### src/include/selfprog_pkg.sv
// Constants and types for the flash self-programming controller.
// Assumes a 40 MHz CPU clock and a 32-bit classic Wishbone slave port.
package selfprog_pkg;

  // Register byte offsets
  localparam logic [3:0] CTRL_OFS = 4'h0;
  localparam logic [3:0] STAT_OFS = 4'h4;

  // Control/status register bits
  localparam int EN_BIT    = 0;
  localparam int ERASE_BIT = 1;
  localparam int WRITE_BIT = 2;
  localparam int LOCK_BIT  = 3;
  localparam int REEN_BIT  = 4;
  localparam int SIG_BIT   = 5;
  localparam int BUSY_BIT  = 6;
  localparam int IE_BIT    = 7;

  // Status register bits
  localparam int STAT_BUSY_BIT = 0;
  localparam int STAT_OP_BIT   = 1;
  localparam int STAT_EE_BIT   = 2;

  // Instruction windows after the arming write
  localparam logic [2:0] STORE_WINDOW = 3'h4;
  localparam logic [2:0] LOAD_WINDOW  = 3'h3;

  // Readback pointer values
  localparam logic [15:0] PTR_FUSE_LOW  = 16'h0000;
  localparam logic [15:0] PTR_LOCK      = 16'h0001;
  localparam logic [15:0] PTR_FUSE_EXT  = 16'h0002;
  localparam logic [15:0] PTR_FUSE_HIGH = 16'h0003;
  localparam logic [15:0] PTR_SIG1      = 16'h0000;
  localparam logic [15:0] PTR_CAL       = 16'h0001;
  localparam logic [15:0] PTR_SIG2      = 16'h0002;
  localparam logic [15:0] PTR_SIG3      = 16'h0004;
  localparam logic [1:0]  LOCK_RD_TOP   = 2'h3;
  localparam logic [7:0]  RESERVED_RD   = 8'hff;

  // Pointer fields
  localparam int WORD_LSB = 1;
  localparam int WORD_W   = 6;
  localparam int PAGE_LSB = 7;
  localparam int PAGE_W   = 8;
  localparam int BUF_WORDS = 64;
  localparam logic [15:0] BUF_ERASED = 16'hffff;

  // Programming time
  localparam int CLK_PERIOD_NS    = 25;
  localparam int PROG_TIME_MIN_US = 3700;
  localparam int PROG_TIME_MAX_US = 4500;
  localparam int PROG_CYCLES_MIN =
    (PROG_TIME_MIN_US * 1000 + CLK_PERIOD_NS - 1) / CLK_PERIOD_NS;
  localparam int PROG_CYCLES_MAX = (PROG_TIME_MAX_US * 1000) / CLK_PERIOD_NS;
  localparam int PROG_CNT_W = 18;

  typedef enum logic [2:0] {
    ST_IDLE  = 3'b001,
    ST_ARMED = 3'b010,
    ST_PROG  = 3'b100
  } seq_state_t;

  typedef enum logic [4:0] {
    CMD_LOAD  = 5'b00001,
    CMD_ERASE = 5'b00010,
    CMD_WRITE = 5'b00100,
    CMD_LOCK  = 5'b01000,
    CMD_REEN  = 5'b10000
  } cmd_t;

  // CPU instruction strobes; data is {r1, r0}
  typedef struct packed {
    logic        store;
    logic        load;
    logic [15:0] ptr;
    logic [15:0] data;
  } cpu_req_t;

  // Non-volatile configuration, programmed bits are zero
  typedef struct packed {
    logic [7:0] fuse_low;
    logic [7:0] fuse_high;
    logic [7:0] fuse_ext;
    logic [5:0] lock;
    logic [7:0] cal;
  } nv_bits_t;

  // Start pulses to the flash array
  typedef struct packed {
    logic        erase;
    logic        write;
    logic        lock;
    logic [7:0]  page;
    logic [5:0]  lock_mask;
  } flash_cmd_t;

endpackage

### src/logic/page_buffer.sv
// Temporary page buffer, one word per slot, each slot writable once.
// Assumes the owner clears it after page write, re-enable and reset.
`timescale 1ns/10ps
module page_buffer (
  // Clock and clear
  input  wire logic                            clk_i,
  input  wire logic                            clear_i,
  // Load port
  input  wire logic                            wr_i,
  input  wire logic [selfprog_pkg::WORD_W-1:0] wr_idx_i,
  input  wire logic [15:0]                     wr_data_i,
  // Flash read port
  input  wire logic [selfprog_pkg::WORD_W-1:0] rd_idx_i,
  output logic      [15:0]                     rd_data_o
);
  import selfprog_pkg::*;

  logic [15:0]          mem_q [BUF_WORDS];
  logic [BUF_WORDS-1:0] used_q;
  logic                 slot_free;

  // A slot written since the last clear keeps its first word
  assign slot_free = !used_q[wr_idx_i];

  always_ff @(posedge clk_i) begin
    if (clear_i) begin
      used_q <= '0;
    end else if (wr_i && slot_free) begin
      used_q[wr_idx_i] <= 1'b1;
    end
  end

  always_ff @(posedge clk_i) begin
    for (int i = 0; i < BUF_WORDS; i++) begin
      if (clear_i) begin
        mem_q[i] <= BUF_ERASED;
      end else if (wr_i && slot_free && wr_idx_i == WORD_W'(i)) begin
        mem_q[i] <= wr_data_i;
      end
    end
  end

  always_ff @(posedge clk_i) begin
    rd_data_o <= mem_q[rd_idx_i];
  end

endmodule

### src/logic/flash_self_program_control.sv
// Flash self-programming sequencer: control register, timed windows,
// configuration readback and timed erase/write/lock operations.
// Assumes a classic Wishbone master and a CPU giving one-cycle strobes.
//
// Chosen here: the placing of the registers and the Wishbone slave port.
`timescale 1ns/10ps
module flash_self_program_control #(
  parameter int          PROG_CYCLES = selfprog_pkg::PROG_CYCLES_MIN,
  parameter logic [7:0]  SIG_BYTE1   = 8'h11,  // Arbitrary value
  parameter logic [7:0]  SIG_BYTE2   = 8'h22,  // Arbitrary value
  parameter logic [7:0]  SIG_BYTE3   = 8'h33   // Arbitrary value
) (
  // Clock and resets
  input  wire logic                            clk_i,
  input  wire logic                            rst_i,
  input  wire logic                            por_i,
  // Wishbone slave
  input  wire logic                            wb_cyc_i,
  input  wire logic                            wb_stb_i,
  input  wire logic                            wb_we_i,
  input  wire logic [3:0]                      wb_adr_i,
  input  wire logic [3:0]                      wb_sel_i,
  input  wire logic [31:0]                     wb_dat_i,
  output logic      [31:0]                     wb_dat_o,
  output logic                                 wb_ack_o,
  // CPU instruction side
  input  wire selfprog_pkg::cpu_req_t          cpu_req_i,
  input  wire logic                            eeprom_write_busy_i,
  input  wire selfprog_pkg::nv_bits_t          nv_i,
  output logic      [7:0]                      load_data_o,
  output logic                                 load_cfg_o,
  output logic                                 read_block_o,
  output logic                                 selfprog_irq_o,
  // Flash array side
  output selfprog_pkg::flash_cmd_t             flash_cmd_o,
  input  wire logic [selfprog_pkg::WORD_W-1:0] buf_rd_idx_i,
  output logic      [15:0]                     buf_rd_data_o
);
  import selfprog_pkg::*;

  function automatic cmd_t decode_cmd(input logic er, input logic wr,
                                      input logic lk, input logic re);
    if (re) begin
      return CMD_REEN;
    end else if (lk) begin
      return CMD_LOCK;
    end else if (wr) begin
      return CMD_WRITE;
    end else if (er) begin
      return CMD_ERASE;
    end
    return CMD_LOAD;
  endfunction

  function automatic logic [7:0] read_cfg(input logic sig,
                                          input logic [15:0] ptr,
                                          input nv_bits_t nv);
    if (sig) begin
      case (ptr)
        PTR_SIG1: return SIG_BYTE1;
        PTR_CAL:  return nv.cal;
        PTR_SIG2: return SIG_BYTE2;
        PTR_SIG3: return SIG_BYTE3;
        default:  return RESERVED_RD;
      endcase
    end
    case (ptr)
      PTR_FUSE_LOW:  return nv.fuse_low;
      PTR_LOCK:      return {LOCK_RD_TOP, nv.lock};
      PTR_FUSE_EXT:  return nv.fuse_ext;
      PTR_FUSE_HIGH: return nv.fuse_high;
      default:       return RESERVED_RD;
    endcase
  endfunction

  seq_state_t            state_q;
  seq_state_t            state_d;
  cmd_t                  op_q;
  logic                  en_q;
  logic                  erase_q;
  logic                  write_q;
  logic                  lock_q;
  logic                  reen_q;
  logic                  sig_q;
  logic                  ie_q;
  logic                  busy_q;
  logic [2:0]            wcnt_q;
  logic [PROG_CNT_W-1:0] prog_cnt_q;
  logic                  ack_q;

  // Bus decode
  wire logic  wb_req   = wb_cyc_i && wb_stb_i && !ack_q;
  wire logic  wb_wr    = wb_req && wb_we_i && wb_sel_i[0];
  wire logic  ctrl_hit = wb_adr_i == CTRL_OFS;
  wire logic  stat_hit = wb_adr_i == STAT_OFS;
  wire logic  ctrl_wr  = wb_wr && ctrl_hit;
  wire logic  arm_wr   = ctrl_wr && state_q == ST_IDLE && !eeprom_write_busy_i
                         && wb_dat_i[EN_BIT];

  // Sequence decode
  wire cmd_t  cmd      = decode_cmd(erase_q, write_q, lock_q, reen_q);
  wire logic  armed    = state_q == ST_ARMED;
  wire logic  store_ok = armed && cpu_req_i.store && wcnt_q < STORE_WINDOW
                         && !sig_q && !eeprom_write_busy_i;
  wire logic  load_ok  = armed && cpu_req_i.load && wcnt_q < LOAD_WINDOW
                         && (lock_q || sig_q) && !eeprom_write_busy_i;
  wire logic [2:0] win_last = sig_q ? LOAD_WINDOW - 3'h1 : STORE_WINDOW - 3'h1;
  wire logic  expire   = armed && !store_ok && !load_ok && wcnt_q == win_last;
  wire logic  timed    = store_ok && (cmd == CMD_ERASE || cmd == CMD_WRITE
                         || cmd == CMD_LOCK);
  wire logic  reen_go  = store_ok && cmd == CMD_REEN;
  wire logic  load_go  = store_ok && cmd == CMD_LOAD;
  wire logic  prog_on  = state_q == ST_PROG;
  wire logic  prog_done = prog_on && prog_cnt_q == PROG_CNT_W'(1);
  wire logic  window_end = load_ok || expire || (store_ok && !timed);
  wire logic  buf_clear = rst_i || por_i || reen_go
                          || (prog_done && op_q == CMD_WRITE);

  // Section busy: set by erase/write, held until re-enable
  wire logic  busy_d   = (timed && cmd != CMD_LOCK) ? 1'b1 :
                         reen_go ? 1'b0 : busy_q;

  wire logic [7:0] ctrl_rd = {ie_q, busy_q, sig_q, reen_q, lock_q,
                              write_q, erase_q, en_q};
  wire logic [7:0] stat_rd = {5'h0, eeprom_write_busy_i, prog_on, busy_q};
  wire logic [7:0] rd_byte = ctrl_hit ? ctrl_rd :
                             stat_hit ? stat_rd : 8'h00;

  always_comb begin
    state_d = state_q;
    case (state_q)
      ST_IDLE: begin
        if (arm_wr) begin
          state_d = ST_ARMED;
        end
      end
      ST_ARMED: begin
        if (timed) begin
          state_d = ST_PROG;
        end else if (window_end) begin
          state_d = ST_IDLE;
        end
      end
      ST_PROG: begin
        if (prog_done) begin
          state_d = ST_IDLE;
        end
      end
      default: state_d = ST_IDLE;
    endcase
  end

  // Operation in flight survives system reset
  always_ff @(posedge clk_i) begin
    if (por_i || (rst_i && !prog_on)) begin
      state_q    <= ST_IDLE;
      prog_cnt_q <= '0;
      op_q       <= CMD_LOAD;
      busy_q     <= 1'b0;
    end else begin
      state_q <= state_d;
      busy_q  <= busy_d;
      if (timed) begin
        prog_cnt_q <= PROG_CNT_W'(PROG_CYCLES);
        op_q       <= cmd;
      end else if (prog_on) begin
        prog_cnt_q <= prog_cnt_q - PROG_CNT_W'(1);
      end
    end
  end

  // Command bits and window counter
  always_ff @(posedge clk_i) begin
    if (por_i || (rst_i && !prog_on)) begin
      en_q    <= 1'b0;
      erase_q <= 1'b0;
      write_q <= 1'b0;
      lock_q  <= 1'b0;
      reen_q  <= 1'b0;
      sig_q   <= 1'b0;
      wcnt_q  <= '0;
    end else if (arm_wr) begin
      en_q    <= 1'b1;
      erase_q <= wb_dat_i[ERASE_BIT];
      write_q <= wb_dat_i[WRITE_BIT];
      lock_q  <= wb_dat_i[LOCK_BIT];
      reen_q  <= wb_dat_i[REEN_BIT];
      sig_q   <= wb_dat_i[SIG_BIT];
      // Wraps to zero at the ack edge, so the window opens after it
      wcnt_q  <= '1;
    end else if (window_end || prog_done) begin
      en_q    <= 1'b0;
      erase_q <= 1'b0;
      write_q <= 1'b0;
      lock_q  <= 1'b0;
      reen_q  <= 1'b0;
      sig_q   <= 1'b0;
    end else if (armed) begin
      wcnt_q <= wcnt_q + 3'h1;
    end
  end

  always_ff @(posedge clk_i) begin
    if (rst_i || por_i) begin
      ie_q <= 1'b0;
    end else if (ctrl_wr) begin
      ie_q <= wb_dat_i[IE_BIT];
    end
  end

  // Flash start pulses
  always_ff @(posedge clk_i) begin
    if (rst_i || por_i) begin
      flash_cmd_o <= '0;
    end else begin
      flash_cmd_o.erase <= timed && cmd == CMD_ERASE;
      flash_cmd_o.write <= timed && cmd == CMD_WRITE;
      flash_cmd_o.lock  <= timed && cmd == CMD_LOCK;
      if (timed) begin
        flash_cmd_o.page      <= cpu_req_i.ptr[PAGE_LSB +: PAGE_W];
        flash_cmd_o.lock_mask <= ~cpu_req_i.data[5:0];
      end
    end
  end

  // Configuration readback
  always_ff @(posedge clk_i) begin
    if (rst_i || por_i) begin
      load_cfg_o  <= 1'b0;
      load_data_o <= '0;
    end else begin
      load_cfg_o <= load_ok;
      if (load_ok) begin
        load_data_o <= read_cfg(sig_q, cpu_req_i.ptr, nv_i);
      end
    end
  end

  // Interrupt and bus answer
  always_ff @(posedge clk_i) begin
    if (rst_i || por_i) begin
      selfprog_irq_o <= 1'b0;
      ack_q          <= 1'b0;
      wb_dat_o       <= '0;
    end else begin
      selfprog_irq_o <= ie_q && !en_q;
      ack_q          <= wb_req;
      wb_dat_o       <= {24'h0, rd_byte};
    end
  end

  assign wb_ack_o     = ack_q;
  assign read_block_o = busy_q;

  page_buffer u_buf (
    .clk_i     (clk_i),
    .clear_i   (buf_clear),
    .wr_i      (load_go),
    .wr_idx_i  (cpu_req_i.ptr[WORD_LSB +: WORD_W]),
    .wr_data_i (cpu_req_i.data),
    .rd_idx_i  (buf_rd_idx_i),
    .rd_data_o (buf_rd_data_o)
  );

  // Checks
  // Cycles spent in the timed state, for the length check
  logic [PROG_CNT_W-1:0] op_len_q;
  always_ff @(posedge clk_i) begin
    op_len_q <= prog_on ? op_len_q + PROG_CNT_W'(1) : '0;
  end
endmodule

### config.mk
export PLATFORM = sky130hd
export DESIGN_NAME = flash_self_program_control
export DESIGN_NICKNAME = d
export VERILOG_FILES = /design/src/include/selfprog_pkg.sv /design/src/logic/page_buffer.sv /design/src/logic/flash_self_program_control.sv
export SDC_FILE = /design/constraint.sdc
export NUM_CORES = 2
export LEC_CHECK = 0
export ABC_AREA = 1
export BUFFER_PORTS_ARGS = -buffer_cell sky130_fd_sc_hd__clkbuf_2
export CAP_MARGIN = 20
export CORE_AREA = 2 2 378 380
export CTS_CLUSTER_SIZE = 12
export DETAILED_ROUTE_END_ITERATION = 8
export DIE_AREA = 0 0 380 382
export PLACE_DENSITY = 0.69
export SLEW_MARGIN = 20
export SYNTH_ARGS = -nofsm -noshare
export SYNTH_HDL_FRONTEND = slang
export SYNTH_HIERARCHICAL = 1
export SYNTH_SLANG_ARGS = --single-unit
### constraint.sdc
create_clock -name clk_i -period 2.64 [get_ports clk_i]
set_clock_uncertainty 0.05 [all_clocks]
set_input_delay 0.264 -clock clk_i [delete_from_list [all_inputs] [get_ports clk_i]]
set_output_delay 0.264 -clock clk_i [all_outputs]
set_load 0.05 [all_outputs]
==> summary.md <==
| Metric | Value |
|---|---|
| Setup violators final | `0` |
| Average cell area after synthesis | `about 10 um2` |
| DRT iter0 DRCs | `~7200` |
| Slowest CP cell | `dfxtp_4` |
| Max VDD drop | `approximately 0.64 mV` |
| Area growth from synthesis to layout | `20.4%` |
| R2r setup slk | `about 0.0045 ns` |
| Worst Path Required | `a little over 3 ns` |
| Synth Area in Adders | `0.000671` |
| Die extent in y | `382 um` |
| DRC violations left | `0` |
| Async S/R FF share, synth | `0` |
| Deepest clock path buffer count | `3` |
| Mux contribution to synthesized area | `0` |
| WS Path Type | `reg -> reg` |
| Reported max-cap violation count | `0` |
| Final Max Slew Viols | `0` |
| Root buffer cell | `clkbuf_16` |
| Synth Area in Compound Gates | `0.104` |
| First-pass GRT wire length | `between 200000 and 300000 um` |
| DIE WIDTH | `380 um` |
| Post-synth EDFFs | `1024` |
| Routed Wire Length | `186000 um` |
| Num CTS Buffers | `around 120` |
| All-Layer GR Usage | `0.240` |
| Max FO, Critical Path | `7` |
| Pin count of the biggest net entering global routing | `154` |
| Most frequent cells after synthesis | `nand4_1, edfxtp_1, nor2_1` |
| Status | `finished clean` |
| Worst Setup Start Kind | `flop` |
| Grt ovf | `0` |
| Layout cell share with drive strength beyond 1 | `0.165` |
| Worst Hold Path Cells | `4` |
| Row Count | `roughly 140` |
| Number of cells after detailed placement | `7396` |
| Layout net count | `5877` |
| TritonCTS clock tree | `yes` |
| Yosys top cell area share | `0.549` |
| Yosys reg bits | `approximately 1200` |
| Hold Fails Final Rpt | `0` |
| Period utilization | `0.998` |
| Fin cells | `approximately 7700` |
| Num ports | `approximately 200` |
| Drt first pass iters | `6` |
| FF-to-FF Start | `wcnt_q[2]` |
| Post-layout minimum cycle time | `2.64 ns` |
| CP delay by family, top | `simple AND/OR/NAND/NOR gates` |
| Vias per inst | `between 6 and 7` |
| Placer Congestion | `between 0.9 and 1` |
| Simple-Gate Fraction of Synth Area | `0.230` |
| Initial antenna violation count | `2` |
| Synth Area in XOR/XNOR | `0.000626` |
| Mapped Area | `56000 um2` |
| Post-DRT Antenna Nets | `0` |
| Ant. Diodes | `0` |
| Synth Flop Type | `edfxtp_1` |
| Yosys synthesis warning count | `6` |
| Static Leak | `~20 nW` |
| Clock Sinks | `1177` |
| Slew HR | `0.457` |
| Die ar. | `between 100000 and 150000 um2` |
| Initial Utilization | `0.397` |
| Cell Pwr Density | `approximately 600 nW/um2` |
| Post-DP HPWL | `around 110000 um` |
| Crit path buffers/inverters | `6` |
| Worst Path Arrival | `between 3 and 4 ns` |
| Max incr delay on CP | `0.36 ns` |
| Avg WL per Cell | `around 24 um` |
| Worst path cell trace | `nor2_4, nand3_2, nor2_4, inv_2, nor3_4, buf_6, nand3_4, nor2_4, buf_12, buf_16, buf_16, nand2_4, nand2_4, clkbuf_16` |
| Yosys cell types | `slightly above 50` |
| Critical Path Sink Type | `flop` |
| H-Tree Depth | `3` |
| Max frequency | `roughly 380 MHz` |
| Worst Hold Slack | `about 0.040 ns` |
| Hold Crit Start | `cpu_req_i[15]` |
| Vias in the first global route | `45100` |
| Most common cell in the netlist | `nand4_1` |
| R2R depth | `14` |
| Worst hold path type | `in -> reg` |
| Worst-margin pin slew | `0.814 ns` |
| Cells after Synth | `about 5600` |
| Total power | `between 40 and 50 mW` |
| Register area share after synthesis | `0.604` |
| RSZ-0062 raised after global routing | `yes` |
| Most common cell on crit path | `nor2_4` |
| Clock latency at the later pin of the worst-skew pair | `between 0.7 and 0.8 ns` |
| Largest family of logic cells by synthesized area | `simple AND/OR/NAND/NOR gates` |
| R2r endpoint | `u_buf/mem_q[1][13]` |
| DR vias | `roughly 48000` |
| CORE AREA | `approximately 140000 um2` |
| Clk slew on worst S/H paths | `about 0.07 ns` |
| Top post-synthesis cells by area | `edfxtp_1, nand4_1, dfxtp_1` |
| Cell taking the most area after synthesis | `edfxtp_1` |
| Input/output buffers | `149` |
| Hold endpoint | `u_buf/mem_q[48][15]` |
final cells by class:
class / instances / area, um2
fillers: 12500 / 73500
multi-input cells: 3581 / 19200
clock buffers: 191 / 3450
inverters: 125 / 502
flip-flops and latches: 1177 / 33800
repair inverters: 1 / 8.76
well taps: 1890 / 2360
clock inverters: 25 / 235
repair buffers: 746 / 7820
sequential cells by signal, summed over array words and instances (netlist names), 5 cells and up:
register,flops
u_buf/mem_q,1024
load_data_o,8
prog_cnt_q,18
u_buf/rd_data_o,16
u_buf/used_q,64
flash_cmd_o,17
op_q,5
wb_dat_o,8
where the power goes:
group | switching, mW | internal (mW) | leakage, nW | total (mW)
Clock | 7.28 | 9.09 | 1.79 | 16.4
Combinational | 2.72 | 1.03 | 9.37 | 3.75
Sequential | 0.0102 | 20.1 | 8.78 | 20.2
kinds of logic after synthesis:
kind of cell	Yosys count
compound gates	974
fa+ha+maj	3
buf+inv	819
flops	1177
xor+xnor	4
simple gates	2576
other cells	1
layer usage:
| layer | vias to the layer above | GRT usage | routed length [um] |
|---|---|---|---|
| met5 | - | 0 | 33 |
| met4 | 4 | 0.0935 | 7320 |
| met3 | 416 | 0.0516 | 23000 |
| met2 | 3406 | 0.372 | 84100 |
| met1 | 23300 | 0.328 | 71200 |
| li1 | 21400 | - | - |
worst max path at each step:
| stage | startpoint | to | slack, ns | cells past startpoint |
|---|---|---|---|---|
| after detailed placement | cpu_req_i[17] | u_buf/mem_q[48][8] | -0.25 | 17 |
| final | wcnt_q[2] | u_buf/mem_q[1][13] | 0.004 | 14 |
| after global placement | cpu_req_i[17] | u_buf/mem_q[48][12] | -0.24 | 16 |
| after CTS | wcnt_q[2] | u_buf/mem_q[54][8] | 0.0004 | 13 |
| after global routing | wcnt_q[2] | u_buf/mem_q[1][15] | -0.08 | 14 |
| after floorplan | prog_cnt_q[1] | u_buf/mem_q[0][0] | -0.02 | 13 |
repair_timing:
action | CTS | global route
cloned | 0 | 33
pin swaps | 0 | 13
resized for setup | 8 | 152
hold buffers | 71 | 0
buffers inserted | 4 | 16
endpoints found under the setup margin | 1558 | 1988
endpoints found under the hold margin | 61 | 0
tightest hold or removal path: cells and delay by family:
| family | cells | cell delay [ns] |
|---|---|---|
| buffers and inverters | 3 | 0.32 |
| and+or+nand+nor | 1 | 0.14 |
cell usage in the layout (no fill, tap or decap), drive strengths merged:
master and count:
nand4 1111, edfxtp 1024, nor2 698, nand2 589, o21ai 539, buf 499
clkbuf 367, o22ai 163, nand3 162, dfxtp 153, o211ai 128, inv 125
o221ai 96, dlygate4sd3 71, a21oi 36, conb 24, clkinv 24, a211oi 6
nor3 6, or2 4, xnor2 3, ha 3, nand3b 2, and3b 2
o31ai 2, bufinv 2, nor4 1, a211o 1, a21boi 1, a22oi 1
a21o 1, nor3b 1, xor2 1
through the flow:
step	area (um2)	worst slack (ns)	setup TNS [ns]	utilization
after CTS	65900	0.000387	0	0.468
after floorplan	56100	-0.0167	-11.48	-
after detailed placement	61500	-0.248	-307.71	0.436
final	67400	0.00445	0	0.478
after global placement	61500	-0.235	-294.69	0.436
after global routing	67400	-0.0787	-19.35	0.478
No activity file was read; power rests on OpenSTA's default activity.
